<file path="config.mk">
export PLATFORM = sky130hd
export DESIGN_NAME = imu_system_tools_regs
export DESIGN_NICKNAME = d
export VERILOG_FILES = /design/src/pkg/imu_tools_pkg.sv /design/src/logic/imu_system_tools_regs.sv
export SDC_FILE = /design/constraint.sdc
export NUM_CORES = 1
export LEC_CHECK = 0
export BUFFER_PORTS_ARGS = -buffer_cell sky130_fd_sc_hd__clkbuf_2
export CAP_MARGIN = 20
export CORE_AREA = 2 2 112 114
export DETAILED_ROUTE_END_ITERATION = 8
export DIE_AREA = 0 0 114 116
export MAX_ROUTING_LAYER = met4
export PLACE_DENSITY = 0.7
export RECOVER_POWER = 25
export SLEW_MARGIN = 20
export SYNTH_ARGS = -nofsm -noshare
export SYNTH_HDL_FRONTEND = slang
export SYNTH_SLANG_ARGS = --single-unit
</file>
<file path="constraint.sdc">
create_clock -name i_clk -period 3.2 [get_ports i_clk]
set_input_delay 0.64 -clock i_clk [delete_from_list [all_inputs] [get_ports i_clk]]
set_output_delay 0.64 -clock i_clk [all_outputs]
set_load 0.01 [all_outputs]
</file>
<file path="src/pkg/imu_tools_pkg.sv">
// Constants, types and state layout of the system-tool register bank.
//
// Summary of operation
// - Command bits start on one, self-clear when done.
// - Command bit 7 resets device for 60 ms.
// - Bits 3, 1, 0: back-up, restore, auto-null.
// - Line function priority: misc, alarm, then I/O.
// - I/O bits 0 to 3 set line directions.
// - I/O bits 8 to 11 hold line levels.
// - Data-ready defaults active high on line 1.
// - Misc bits 2,1,0: enable, polarity, line select.
// - Misc bits 7 and 6 enable compensations.
// - Misc bit 10 runs self-test, then self-clears.
// - Misc bit 11 runs checksum into flag 6.
// - Reading the diagnostic flags clears them all.
// - Persisting conditions set again next sample cycle.
// - Flags 15-13 accel, 12-10 gyro self-test failures.
// - Flags 9 and 8 show alarms 2 and 1.
// - Flags 6-2: checksum, test, range, link, flash.
// - Lot, product and serial words read as constants.
// - Flash write counter counts every flash write.
// - Restore clears calibration, flash updated within 50 ms.
// - Auto-null negates gyro readings into offsets, backs up.
package imu_tools_pkg;

	localparam logic [6:0] ADDR_FLASH_COUNT = 7'h00;
	localparam logic [6:0] ADDR_IO_LINE     = 7'h32;
	localparam logic [6:0] ADDR_MISC        = 7'h34;
	localparam logic [6:0] ADDR_DIAG        = 7'h3C;
	localparam logic [6:0] ADDR_GLOBAL_CMD  = 7'h3E;
	localparam logic [6:0] ADDR_LOT_FIRST   = 7'h52;
	localparam logic [6:0] ADDR_LOT_SECOND  = 7'h54;
	localparam logic [6:0] ADDR_PRODUCT     = 7'h56;
	localparam logic [6:0] ADDR_SERIAL      = 7'h58;

	localparam logic [15:0] IO_LINE_RESET = 16'h0000;
	localparam logic [15:0] MISC_RESET    = 16'h0006;
	localparam logic [15:0] DIAG_RESET    = 16'h0000;

	localparam logic [15:0] CMD_MASK     = 16'h008B;
	localparam logic [15:0] MISC_MASK    = 16'h0CC7;
	localparam logic [15:0] DIAG_MASK    = 16'hFF7C;
	localparam logic [15:0] IO_LINE_MASK = 16'h0F0F;

	localparam int CMD_SWRESET  = 7;
	localparam int CMD_BACKUP   = 3;
	localparam int CMD_RESTORE  = 1;
	localparam int CMD_AUTONULL = 0;

	localparam int MISC_MEMTEST  = 11;
	localparam int MISC_SELFTEST = 10;
	localparam int MISC_LINCOMP  = 7;
	localparam int MISC_ALIGN    = 6;
	localparam int MISC_DR_EN    = 2;
	localparam int MISC_DR_POL   = 1;
	localparam int MISC_DR_LINE  = 0;

	localparam int IO_DIR_LSB   = 0;
	localparam int IO_LEVEL_LSB = 8;

	localparam int DIAG_SELFTEST_LSB = 10;
	localparam int DIAG_ALARM_LSB    = 8;
	localparam int DIAG_CHECKSUM     = 6;
	localparam int DIAG_TEST_ERR     = 5;
	localparam int DIAG_OVERRANGE    = 4;
	localparam int DIAG_LINK_FAIL    = 3;
	localparam int DIAG_FLASH_FAIL   = 2;

	localparam int ALARM_IND_EN   = 2;
	localparam int ALARM_IND_POL  = 1;
	localparam int ALARM_IND_LINE = 0;

	localparam int RESET_TIME_MS = 60;
	localparam int CLK_KHZ       = 10000;

	typedef enum logic [1:0] {
		RUNNING  = 2'b01,
		RESETTING = 2'b10
	} phase_t;

	typedef struct packed {
		logic [6:0]  addr;
		logic        wr;
		logic        rd;
		logic [15:0] wdata;
	} reg_req_t;

	typedef struct packed {
		logic        backup;
		logic        restore;
		logic        autonull;
		logic        selftest;
		logic        memtest;
	} cmd_t;

	typedef struct packed {
		phase_t      phase;
		logic [19:0] reset_count;
		logic [15:0] cmd;
		logic [15:0] io_line;
		logic [15:0] misc;
		logic [15:0] diag;
		logic [15:0] flash_count;
		logic [15:0] rdata;
		logic [3:0]  pin_s1;
		logic [3:0]  pin_s2;
		logic [3:0]  pin_s3;
		logic [3:0]  pin;
		logic [3:0]  io_out;
		logic [3:0]  io_oe;
		logic        soft_reset;
		cmd_t        busy;
	} state_t;

endpackage

</file>
<file path="src/logic/imu_system_tools_regs.sv">
// System-tool register bank: commands, I/O lines, flags, identity words.
`timescale 1ns/10ps

module imu_system_tools_regs
	import imu_tools_pkg::*;
#(
	parameter int          RESET_CYCLES = RESET_TIME_MS * CLK_KHZ,
	// Identity words; the values are arbitrary.
	parameter logic [15:0] LOT_FIRST    = 16'h1111,
	parameter logic [15:0] LOT_SECOND   = 16'h2222,
	parameter logic [15:0] PRODUCT      = 16'h0001,
	parameter logic [15:0] SERIAL       = 16'h0042
) (
	input  wire logic        i_clk,
	input  wire logic        i_reset,
	input  wire reg_req_t    i_req,
	output logic      [15:0] o_rdata,
	input  wire logic  [3:0] i_io_in,
	output logic       [3:0] o_io_out,
	output logic       [3:0] o_io_oe,
	input  wire logic        i_data_ready,
	input  wire logic        i_sample_tick,
	input  wire logic  [2:0] i_alarm_indicator,
	input  wire logic  [1:0] i_alarm_active,
	input  wire cmd_t        i_done,
	input  wire logic  [5:0] i_selftest_fail,
	input  wire logic        i_selftest_error,
	input  wire logic        i_checksum_fail,
	input  wire logic        i_overrange,
	input  wire logic        i_link_fail,
	input  wire logic        i_flash_update_fail,
	input  wire logic        i_flash_write,
	output cmd_t             o_busy,
	output logic             o_soft_reset,
	output logic             o_lin_comp,
	output logic             o_accel_align
);

	localparam logic [19:0] RESET_LAST = 20'(RESET_CYCLES - 1);

	state_t      st;
	state_t      next_st;
	logic [15:0] next_diag_set;
	logic [3:0]  drive;
	logic [3:0]  level;
	logic        dr_level;
	logic        al_level;

	// ------------------------------------------------------------
	// Next state
	// ------------------------------------------------------------
	always_comb begin
		next_st = st;
		next_diag_set = '0;

		// Pin inputs pass three flops; a change counts once the
		// second and third agree.
		next_st.pin_s1 = i_io_in;
		next_st.pin_s2 = st.pin_s1;
		next_st.pin_s3 = st.pin_s2;
		for (int i = 0; i < 4; i++) begin
			if (st.pin_s2[i] == st.pin_s3[i]) begin
				next_st.pin[i] = st.pin_s3[i];
			end
		end

		// Register reads; the value is captured before any clear.
		if (i_req.rd) begin
			case (i_req.addr)
				ADDR_FLASH_COUNT: next_st.rdata = st.flash_count;
				ADDR_IO_LINE: begin
					next_st.rdata = st.io_line;
					for (int i = 0; i < 4; i++) begin
						if (!st.io_line[IO_DIR_LSB + i]) begin
							next_st.rdata[IO_LEVEL_LSB + i] =
								st.pin[i];
						end
					end
				end
				ADDR_MISC:       next_st.rdata = st.misc;
				ADDR_DIAG:       next_st.rdata = st.diag;
				ADDR_LOT_FIRST:  next_st.rdata = LOT_FIRST;
				ADDR_LOT_SECOND: next_st.rdata = LOT_SECOND;
				ADDR_PRODUCT:    next_st.rdata = PRODUCT;
				ADDR_SERIAL:     next_st.rdata = SERIAL;
				default:         next_st.rdata = '0;
			endcase
		end

		// Finished functions clear their own bits.
		if (i_done.backup) begin
			next_st.cmd[CMD_BACKUP] = 1'b0;
		end
		if (i_done.restore) begin
			next_st.cmd[CMD_RESTORE] = 1'b0;
		end
		if (i_done.autonull) begin
			next_st.cmd[CMD_AUTONULL] = 1'b0;
		end
		if (i_done.selftest) begin
			next_st.misc[MISC_SELFTEST] = 1'b0;
			next_diag_set[DIAG_SELFTEST_LSB +: 6] = i_selftest_fail;
			next_diag_set[DIAG_TEST_ERR] = i_selftest_error;
		end
		if (i_done.memtest) begin
			next_st.misc[MISC_MEMTEST] = 1'b0;
			next_diag_set[DIAG_CHECKSUM] = i_checksum_fail;
		end

		// Register writes, unused bits masked away. They come after the
		// clears, so a command written as its last run ends still starts.
		if (i_req.wr && st.phase == RUNNING) begin
			case (i_req.addr)
				ADDR_IO_LINE: begin
					next_st.io_line = i_req.wdata & IO_LINE_MASK;
				end
				ADDR_MISC: begin
					next_st.misc = i_req.wdata & MISC_MASK;
				end
				ADDR_GLOBAL_CMD: begin
					next_st.cmd = i_req.wdata & CMD_MASK;
				end
				default: begin
				end
			endcase
		end

		// Persisting conditions set again on each sample cycle.
		if (i_sample_tick) begin
			next_diag_set[DIAG_ALARM_LSB +: 2] = i_alarm_active;
			next_diag_set[DIAG_OVERRANGE] = i_overrange;
			next_diag_set[DIAG_LINK_FAIL] = i_link_fail;
			next_diag_set[DIAG_FLASH_FAIL] = i_flash_update_fail;
		end

		// A read clears every flag; a flag set in that cycle wins.
		if (i_req.rd && i_req.addr == ADDR_DIAG) begin
			next_st.diag = '0;
		end
		next_st.diag = (next_st.diag | next_diag_set) & DIAG_MASK;

		if (i_flash_write) begin
			next_st.flash_count = st.flash_count + 16'h0001;
		end

		// Software reset sequence.
		case (st.phase)
			RUNNING: begin
				if (next_st.cmd[CMD_SWRESET]) begin
					next_st.phase = RESETTING;
					next_st.reset_count = '0;
				end
			end
			RESETTING: begin
				if (st.reset_count == RESET_LAST) begin
					next_st.phase = RUNNING;
					next_st.cmd = '0;
					next_st.io_line = IO_LINE_RESET;
					next_st.misc = MISC_RESET;
				end else begin
					next_st.reset_count = st.reset_count + 20'h00001;
				end
			end
			default: begin
				next_st.phase = RUNNING;
			end
		endcase
		next_st.soft_reset = (next_st.phase == RESETTING);

		next_st.busy.backup = next_st.cmd[CMD_BACKUP];
		next_st.busy.restore = next_st.cmd[CMD_RESTORE];
		next_st.busy.autonull = next_st.cmd[CMD_AUTONULL];
		next_st.busy.selftest = next_st.misc[MISC_SELFTEST];
		next_st.busy.memtest = next_st.misc[MISC_MEMTEST];

		// Line drivers: data ready first, then alarm, then I/O bits.
		dr_level = next_st.misc[MISC_DR_POL] ? i_data_ready
			: !i_data_ready;
		al_level = i_alarm_indicator[ALARM_IND_POL] ? |i_alarm_active
			: !(|i_alarm_active);
		drive = next_st.io_line[IO_DIR_LSB +: 4];
		level = next_st.io_line[IO_LEVEL_LSB +: 4];
		if (i_alarm_indicator[ALARM_IND_EN]) begin
			drive[i_alarm_indicator[ALARM_IND_LINE]] = 1'b1;
			level[i_alarm_indicator[ALARM_IND_LINE]] = al_level;
		end
		if (next_st.misc[MISC_DR_EN]) begin
			drive[next_st.misc[MISC_DR_LINE]] = 1'b1;
			level[next_st.misc[MISC_DR_LINE]] = dr_level;
		end
		next_st.io_oe = drive;
		next_st.io_out = level & drive;
	end

	// ------------------------------------------------------------
	// State register
	// ------------------------------------------------------------
	always_ff @(posedge i_clk) begin
		if (i_reset) begin
			st <= '{
				phase:       RUNNING,
				reset_count: '0,
				cmd:         '0,
				io_line:     IO_LINE_RESET,
				misc:        MISC_RESET,
				diag:        DIAG_RESET,
				flash_count: '0,
				rdata:       '0,
				pin_s1:      '0,
				pin_s2:      '0,
				pin_s3:      '0,
				pin:         '0,
				io_out:      '0,
				io_oe:       '0,
				soft_reset:  1'b0,
				busy:        '0
			};
		end else begin
			st <= next_st;
		end
	end

	// ------------------------------------------------------------
	// Outputs
	// ------------------------------------------------------------
	assign o_rdata       = st.rdata;
	assign o_io_out      = st.io_out;
	assign o_io_oe       = st.io_oe;
	assign o_busy        = st.busy;
	assign o_soft_reset  = st.soft_reset;
	assign o_lin_comp    = st.misc[MISC_LINCOMP];
	assign o_accel_align = st.misc[MISC_ALIGN];

endmodule

</file>
# [After elaboration in Yosys (flattened, before gate mapping)]
# Cells that the tools add are included.
[totals] input_bits=55 output_inout_bits=32 ff_bits=148
[op_classes] n_bitwise=4 n_addsub=2 mux=39 n_reduce_logical=10 magnitude_cmp=4 n_eq_ne=18
[ops] cell="48-bit 2-to-1 mux" count=3
[ops] cell="16-bit case mux with 8 select lines" count=1
[ops] cell="16-bit 2-to-1 mux" count=4
[ops] cell="20-bit case mux with 2 select lines" count=1
[ops] cell="7-bit by 6-bit equality test with 1-bit output (second input constant)" count=4
[ops] cell="7-bit equality test (second input constant)" count=4
[ops] cell="22-bit 2-to-1 mux" count=1
[ops] cell="20-bit by 1-bit adder with 20-bit output (second input constant)" count=1
[ops] cell="20-bit equality test (second input constant)" count=1
[ops] cell="20-bit 2-to-1 mux" count=1
[ops] cell="16-bit by 1-bit adder with 16-bit output (second input constant)" count=1
[ops] cell="4-bit 2-to-1 mux" count=4
[ops] cell="16-bit OR" count=1
[ops] cell="1-bit 2-to-1 mux" count=15
[ops] cell="4-bit bitwise mux" count=2
[ops] cell="4-bit by 2-bit OR with 4-bit output" count=2
[ops] cell="7-bit logical NOT" count=1
[ops] cell="1-bit by 3-bit less-than comparator with 1-bit output (second input constant)" count=2
[ops] cell="6-bit 2-to-1 mux" count=1
[ops] cell="4-bit bitwise AND" count=1
[ops] cell="1-bit equality test" count=4
[ops] cell="2-bit equality test (second input constant)" count=2
[ops] cell="1-bit logical AND" count=4
[ops] cell="2-bit 2-to-1 mux" count=2
[ops] cell="11 further kinds" count=14

# [Logic depth before layout (Yosys ltp)]
# Gate-level depths: netlist of run 1.
[logic_depth] ltp_word=12 ltp_mapped=10 mapped_depth_nobuf=7

# [Least setup slack after synthesis of run 1]
# OpenSTA, ideal clock, no wires.
[synth_path] kind="input -> register" startpoint="in i_req[21] in the netlist's numbering" endpoint="reg st (netlist bit o_io_out[0])" cell_stages=6 t_arrival_ns=2.577 slack_ns=0.535 path_cell_list="buf_6 > or4b_4 > nor3_2 > mux2_2 > or3_1 > a311oi_2"
[synth_between] elab_chain_len=12 word_cells_on_any_way=22 cone_classes="order compare: 2; eq/ne: 2; mux: 14; bitwise: 3; reduce/logical: 1"
[synth_lines] item="from (decl)" line_no="imu_system_tools_regs.sv:16" source="input wire reg_req_t i_req,"
[synth_lines] item="7-bit by 6-bit equality test with 1-bit output" line_no="imu_system_tools_regs.sv:113" source="case (i_req.addr)"
[synth_lines] item="16-bit 2-to-1 mux" line_no="imu_system_tools_regs.sv:113"
[synth_lines] item="48-bit 2-to-1 mux (*)" line_no="imu_system_tools_regs.sv:112" source="if (i_req.wr && st.phase == RUNNING) begin"
[synth_lines] item="48-bit 2-to-1 mux" line_no="imu_system_tools_regs.sv:155" source="if (st.reset_count == RESET_LAST) begin"
[synth_lines] item="48-bit 2-to-1 mux (*)" line_no="imu_system_tools_regs.sv:147" source="case (st.phase)"
[synth_lines] item="1-bit by 3-bit less-than comparator with 1-bit output (not written as such) or 1-bit greater-or-equal comparator (tied branches)" line_no="imu_system_tools_regs.sv:188, imu_system_tools_regs.sv:189"
[synth_lines] item="1-bit logical AND (not written as such)" line_no="imu_system_tools_regs.sv:188, imu_system_tools_regs.sv:189"
[synth_lines] item="1-bit 2-to-1 mux (not written as such)" line_no="imu_system_tools_regs.sv:188, imu_system_tools_regs.sv:189"
[synth_lines] item="1-bit demux with 1-bit select" line_no="imu_system_tools_regs.sv:188, imu_system_tools_regs.sv:189"
[synth_lines] item="4-bit bitwise mux or 4-bit by 2-bit OR with 4-bit output (tied branches)"
[synth_lines] item="4-bit 2-to-1 mux" line_no="imu_system_tools_regs.sv:187" source="if (next_st.misc[MISC_DR_EN]) begin"
[synth_lines] item="4-bit bitwise AND (*)" line_no="imu_system_tools_regs.sv:192" source="next_st.io_out = level & drive;"
[synth_lines] item="to (signal assigned)" line_no="imu_system_tools_regs.sv:200" source="st <= '{"
[synth_lines] item="to (signal assigned)" line_no="imu_system_tools_regs.sv:219" source="st <= next_st;"
[synth_lines] item="to (decl)" line_no="imu_system_tools_regs.sv:41" source="state_t st;"
# Mark *: on every way between the ends. The rest lies on a longest branch, timed or not.
# A chain may end at the register's enable or synchronous reset.

# [Final worst setup path of run 1]
[layout_path] startpoint="reg st[147] in the netlist's numbering" endpoint="reg st (netlist bit o_io_out[0])"
[layout_between] elab_chain_len=12 word_cells_on_any_way=21 cone_classes="order compare: 2; eq/ne: 2; mux: 12; bitwise: 3; reduce/logical: 2"
[layout_lines] item="2-bit by 1-bit equality test with 1-bit output" line_no="imu_system_tools_regs.sv:112"
[layout_lines] item="1-bit logical AND" line_no="imu_system_tools_regs.sv:112"
[layout_lines] item="48-bit 2-to-1 mux" line_no="imu_system_tools_regs.sv:112"
[layout_lines] item="48-bit 2-to-1 mux" line_no="imu_system_tools_regs.sv:155"
[layout_lines] item="48-bit 2-to-1 mux (*)" line_no="imu_system_tools_regs.sv:147"
[layout_lines] item="1-bit by 3-bit less-than comparator with 1-bit output (not written as such) or 1-bit greater-or-equal comparator (tied branches)" line_no="imu_system_tools_regs.sv:188, imu_system_tools_regs.sv:189"
[layout_lines] item="1-bit logical AND (not written as such)" line_no="imu_system_tools_regs.sv:188, imu_system_tools_regs.sv:189"
[layout_lines] item="1-bit 2-to-1 mux (not written as such)" line_no="imu_system_tools_regs.sv:188, imu_system_tools_regs.sv:189"
[layout_lines] item="1-bit demux with 1-bit select" line_no="imu_system_tools_regs.sv:188, imu_system_tools_regs.sv:189"
[layout_lines] item="4-bit bitwise mux or 4-bit by 2-bit OR with 4-bit output (tied branches)"
[layout_lines] item="4-bit 2-to-1 mux" line_no="imu_system_tools_regs.sv:187"
[layout_lines] item="4-bit bitwise AND (*)" line_no="imu_system_tools_regs.sv:192"
# Marks and branches as above.

==> impl_results.md, run 1 <==
* Outcome: completed
* Die extent in x at 114 um
* Die height at 116 um
* Critical path required time at 3.53 ns
* CP Class: flip-flop to flip-flop
* Crit-path max FO at 15
* Ant diodes at 0
* Final Instance Area at 6720 sq um
* Port-buffer cells at 80
* Most common library cells after synthesis: dfxtp_1 (126), a21oi_1 (54), nand2_1 (53), nor2_1 (38), buf_4 (31)
* Arrival time at the worst endpoint at 2.88 ns
* Max Fclk at 0.391 GHz
* First-pass DRT Iterations at 5
* Synth cell types at 72
* Synth Flop Type: dfxtp_1
* Post-CTS setup buffers at 0
* Syn_nets at 712
* Hpwl dp at 10700 um
* Clock Tree Root: clkbuf_16
* Post-synth top area share at 0.429
* Register area share after synthesis at 0.429
* Final setup viols at 0
* Reg2Reg Depth at 7
* Hold-fix buffers, CTS at 0
* # H-tree levels at 4
* Peak supply drop at 0.352 mV
* Longest Clk Path Bufs at 2
* # fillers at 1065
* 1st-iter DRT viols at 341
* Hold Path Cell Cnt at 2
* Cell Rows at 40
* Post-route clock period utilization at 0.798
* Placed cell count at 826
* Core area at 11900 sq um
* Area Growth Syn to Fin at 14.3%
* Fin nets at 757
* Io pins at 87
* Psw at 0.000863 W
* Largest area contributor in the netlist: dfxtp_1
* Total track usage at 0.245
* Antenna violations before repair at 0
* Total routed wirelength at 15200 um
* Post-DRT Antenna Nets at 0
* Post-synth EDFFs at 0
* Crit path time final at 2.55 ns
* Switching share of power at 0.230
* Worst-margin pin slew at 0.915 ns
* First-pass GRT wire length at 24200 um
* Clock Skew at 0.00903 ns
* Vias per cell at 5.97
* Max-cap violations at 0
* Flops & latches, synth at 126
* Finished Layout Cells at 858
* P per Cell Area at 558 nW/um^2
* Combinational share of power at 0.060
* Routed length per instance at 17.7 um
* Multi-input logic area at 2890 sq um
* DP Area at 6150 sq um
* Final Hold Vio Count at 0
* Vias at 5120
* Routability Congestion at 0.922
* Post-CTS resize count at 0
* Leak Pwr at 2.58 nW
* Crit. End Element: flip-flop
* Number of remaining DRC errors at 0
* Slew margin rel. at 0.388
* Synth area leaders: dfxtp_1 (43%), a21oi_1 (4.6%), buf_4 (4.0%)
* Ys Warns at 0
* Post-synthesis cell area at 5880 sq um
* Clk sink count at 126
* Ys async rst share at 0
* Final Power at 0.00375 W
* Startpoint types: flip-flop
* Count leader, synth: dfxtp_1
* TNS Setup at 0 ns
* Pre-CTS setup slack at 0.440 ns
* Share of cells above drive strength 1 at 0.181
* FF+latch area at 2520 sq um
* CTS tree: built
* Initial Util at 0.493
* Clock power share at 0.508
* Gate Count Post-Synth at 653
* Min-delay worst type: input pin to flip-flop
* GRT overflow at 0
* Post-route setup slack at 0.645 ns
* Clock transition at path regs at 0.05 ns
* Total CTS buffers at 17
* Syn_area_per_cell at 9.00 sq um
* Flop pwr share at 0.432
* RSZ-0062 raised after global routing: no
* Die area at 13200 sq um
* Int Pwr at 0.00288 W
* Vias in the first global route at 4768
* Largest net degree at the start of global routing at 30
* Clk_lat worst skew at 0.42 ns
* Max-slew violations at 0
-- critical path, stage by stage, from the launching register on --
cell      delay [ns]
dfxtp_1         0.31
inv_1           0.06
ha_1            0.51
inv_1           0.30
nor3_2          0.29
mux2_2          0.40
or3_1           0.32
a311oi_2        0.27
-- sequential cells by signal (all words and copies together), names as in the netlist --
name           cells
o_soft_reset       1
next_st            8
o_rdata           16
o_io_oe            2
st                93
o_accel_align      1
o_lin_comp         1
o_io_out           4
-- through the flow --
stage | hold WS (ns) | utilization
final | 0.427 | 0.564
after global routing | 0.413 | 0.564
after CTS | 0.413 | 0.566
after detailed placement | 0.431 | 0.517
after global placement | 0.416 | 0.517
after floorplan | 0.414 | -
-- power groups by stage --
stage	logic, W	registers, W	clock network (W)
6_report	0.000225	0.00162	0.00190
5_1_grt	0.000249	0.00162	0.00200
4_1_cts	0.000226	0.00162	0.00192
3_5_place_dp	0.000224	0.00165	0
3_3_place_gp	0.000216	0.00165	0
2_1_floorplan	0.000152	0.00164	0
-- final timing paths --
check | startpoint | to | slack, ns
min | i_io_in[0] | next_st[22] | 0.43
max | st[147] | o_io_out[0] | 0.65
max reg2reg | st[147] | o_io_out[0] | 0.65
min reg2reg | next_st[24] | next_st[20] | 0.44
-- layout make-up --
class	instances	share of cell area
multi-input cells	447	0.430
inverters	10	0.00559
clock buffers	23	0.0711
clock inverters	9	0.0162
flip-flops and latches	126	0.375
well taps	147	0.0274
repair buffers	96	0.0741
-- metal layers --
layer  wire length (um)  GRT usage  vias up  part of all wire
met5                  0          -        -                 0
li1                   -          -     2489                 -
met4                266      0.112        0             0.017
met1               6870      0.304     2424              0.45
met2               7210      0.381      180              0.47
met3                879     0.0591       27             0.058
-- cells by family (layout without fill, tap and decap cells) --
family                   after synthesis  in the layout  synth area share
AO/OA/AOI/OAI                        169            169             0.197
adder cells (fa/ha/maj)                4              4           0.00851
flip-flops                           126            126             0.429
XOR/XNOR                              12             12            0.0179
AND/OR/NAND/NOR                      252            252             0.249
buffers and inverters                 80            138            0.0802
multiplexers                          10             10            0.0181
-- cells in the final DEF, fill, tap and decap left out, types with 4 or more instances in the layout --
cell,synthesis,final
a21oi_1,54,54
nand2_1,53,53
clkbuf_16,0,17
or4_1,17,17
mux2i_1,5,5
xor2_1,7,7
o31ai_1,18,18
and3_1,27,27
ha_1,4,4
clkbuf_1,19,19
inv_1,10,10
a22o_1,14,14
o2bb2ai_1,4,4
dfxtp_1,126,126
a31oi_1,4,4
nand4_1,15,15
nand2b_1,9,9
nand3_1,23,23
nand3b_1,7,7
xnor2_1,5,5
a22oi_1,27,27
o21ai_0,16,15
clkbuf_2,0,65
mux2_2,4,4
nor3_1,5,5
nor2_1,38,38
nor2b_1,15,15
or3_1,8,8
buf_4,31,15
a221o_1,5,5
Power figures use the tool's default switching activity.
==> inputs of run 2 (changes only) <==
--- a/config.mk
+++ b/config.mk
@@ -11,7 +11,7 @@
 export DETAILED_ROUTE_END_ITERATION = 8
 export DIE_AREA = 0 0 114 116
 export MAX_ROUTING_LAYER = met4
-export PLACE_DENSITY = 0.7
+export PLACE_DENSITY = 0.73
 export RECOVER_POWER = 25
 export SLEW_MARGIN = 20
 export SYNTH_ARGS = -nofsm -noshare
==> constraint.sdc (replaced) <==
create_clock -name i_clk -period 2.35 [get_ports i_clk]
set_input_delay 0.47 -clock i_clk [delete_from_list [all_inputs] [get_ports i_clk]]
set_output_delay 0.47 -clock i_clk [all_outputs]
set_load 0.01 [all_outputs]
==> impl_results.md, run 2 (synthesis gave the netlist of run 1 again) <==
* Worst-margin pin slew at 1.40 ns (+0.482 ns)
* First-pass DRT Iterations at 5 (unchanged)
* Number of remaining DRC errors at 0 (unchanged)
* Cell Rows at 40 (unchanged)
* Clock transition at path regs at 0.06 ns (about the same)
* Die area at 13200 sq um (unchanged)
* Clk_lat worst skew at 0.42 ns (about the same)
* Final Power at 0.00492 W (+31%)
* Antenna violations before repair at 0 (unchanged)
* Outcome: completed
* Crit-path max FO at 7 (-8)
* Final setup viols at 0 (unchanged)
* Die extent in x at 114 um (unchanged)
* Commonest non-fill, non-tap cell in the layout: dfxtp_1
* Peak supply drop at 0.477 mV (+36%)
* Most frequent cells in the layout: dfxtp_1 (126), clkbuf_2 (63), a21oi_1 (54)
* Reg2Reg Depth at 6 (-1)
* Initial Util at 0.493 (unchanged)
* Startpoint types: flip-flop
* Clock Tree Root: clkbuf_16
* Crit. End Element: flip-flop
* Port-buffer cells at 80 (unchanged)
* Routability Congestion at 0.880 (-4.5%)
* Total CTS buffers at 17 (unchanged)
* Clock Skew at 0.00647 ns (-0.00257 ns)
* Pre-CTS setup slack at 0.0200 ns (-0.420 ns)
* 1st-iter DRT viols at 445 (+30%)
* # fillers at 1036 (-2.7%)
* CP Class: flip-flop to flip-flop
* Routed length per instance at 17.6 um (-1.0%)
* Post-CTS resize count at 0 (unchanged)
* Hpwl dp at 11200 um (+4.6%)
* Post-route setup slack at 0.187 ns (-0.458 ns)
* Total track usage at 0.251 (+0.00593)
* Crit path time final at 2.16 ns (-0.392 ns)
* Total routed wirelength at 15500 um (+1.6%)
* Arrival time at the worst endpoint at 2.47 ns (-0.41 ns)
* Post-CTS setup buffers at 0 (unchanged)
* P per Cell Area at 715 nW/um^2 (+28%)
* Longest Clk Path Bufs at 2 (unchanged)
* Clk sink count at 126 (unchanged)
* Post-route clock period utilization at 0.920 (+0.122)
* Largest net degree at the start of global routing at 33 (+10%)
* Core area at 11900 sq um (unchanged)
* First-pass GRT wire length at 25300 um (+4.4%)
* Die height at 116 um (unchanged)
* CTS tree: built
* Worst hold slack at 0.253 ns (-0.174 ns)
* Reg2Reg Setup Slack at 0.19 ns (-0.46 ns)
* # H-tree levels at 4 (unchanged)
* Multi-input logic area at 2900 sq um (+0.35%)
* Post-DRT Antenna Nets at 0 (unchanged)
* Combinational share of power at 0.069 (+0.009)
* Vias in the first global route at 5197 (+9.0%)
* Final Hold Vio Count at 0 (unchanged)
* Hold Path Cell Cnt at 2 (unchanged)
* Int Pwr at 0.00368 W (+28%)
* Critical path required time at 2.66 ns (-0.87 ns)
* RSZ-0062 raised after global routing: no
* GRT overflow at 0 (unchanged)
* Psw at 0.00124 W (+43%)
* Flop pwr share at 0.448 (+0.016)
* Clock power share at 0.484 (-0.024)
* TNS Setup at 0 ns (unchanged)
* Max-slew violations at 0 (unchanged)
* Fin nets at 780 (+3.0%)
* Largest register by flop count: st
* Max FFs per register at 93 (unchanged)
* Vias per cell at 6.05 (+1.4%)
* Hold-fix buffers, CTS at 0 (unchanged)
* Slew margin rel. at 0.0689 (-0.319)
* Io pins at 87 (unchanged)
* Leak Pwr at 2.67 nW (+3.6%)
* Vias at 5331 (+4.1%)
* Switching share of power at 0.251 (+0.0208)
* Max-cap violations at 0 (unchanged)
* Share of cells above drive strength 1 at 0.204 (+0.0229)
* FF+latch area at 2520 sq um (unchanged)
* Ant diodes at 0 (unchanged)
* Area Growth Syn to Fin at 17.1%
* Max Fclk at 0.462 GHz (+18%)
* Min-delay worst type: input pin to flip-flop
==> run 2: worst max-delay path: stages, from the launching register on <==
cell	delay, ns
dfxtp_1	0.35
or4b_4	0.57
or4_4	0.61
o21ai_2	0.18
buf_4	0.18
nor2_2	0.05
o2111a_1	0.12
==> run 2: final timing paths <==
path / from / to
min reg2reg: next_st[24] / next_st[20]
max reg2reg: st[141] / o_soft_reset
max: st[141] / o_soft_reset
min: i_io_in[1] / next_st[23]
==> run 2: routing by layer <==
layer	routed length [um]	global-route usage	up-vias	share of wire
met5	0	-	-	0
met4	398	0.108	0	0.026
met3	1010	0.0570	37	0.065
met2	7510	0.404	227	0.49
met1	6550	0.305	2535	0.42
li1	-	-	2532	-
==> run 2: power groups by stage <==
stage               sequential, W  clock [W]  combinational, W
floorplan                 0.00224          0          0.000208
global placement          0.00225          0          0.000326
detailed placement        0.00225          0          0.000337
CTS                       0.00220    0.00240          0.000338
global route              0.00221    0.00250          0.000373
finish                    0.00220    0.00238          0.000338
==> run 2: per-stage QoR <==
stage                     cell area (sq um)  cells  utilization
after CTS                              6910    881        0.580
after floorplan                        5890    653            -
after detailed placement               6370    849        0.535
final                                  6880    881        0.578
after global placement                 6370    849        0.535
after global routing                   6880    881        0.578
==> run 2: layout make-up <==
type,instances,area share
inverters,10,0.00545
clock buffers,20,0.0649
multi-input cells,447,0.421
repair buffers,119,0.102
clock inverters,12,0.0133
flip-flops and latches,126,0.366
well taps,147,0.0267
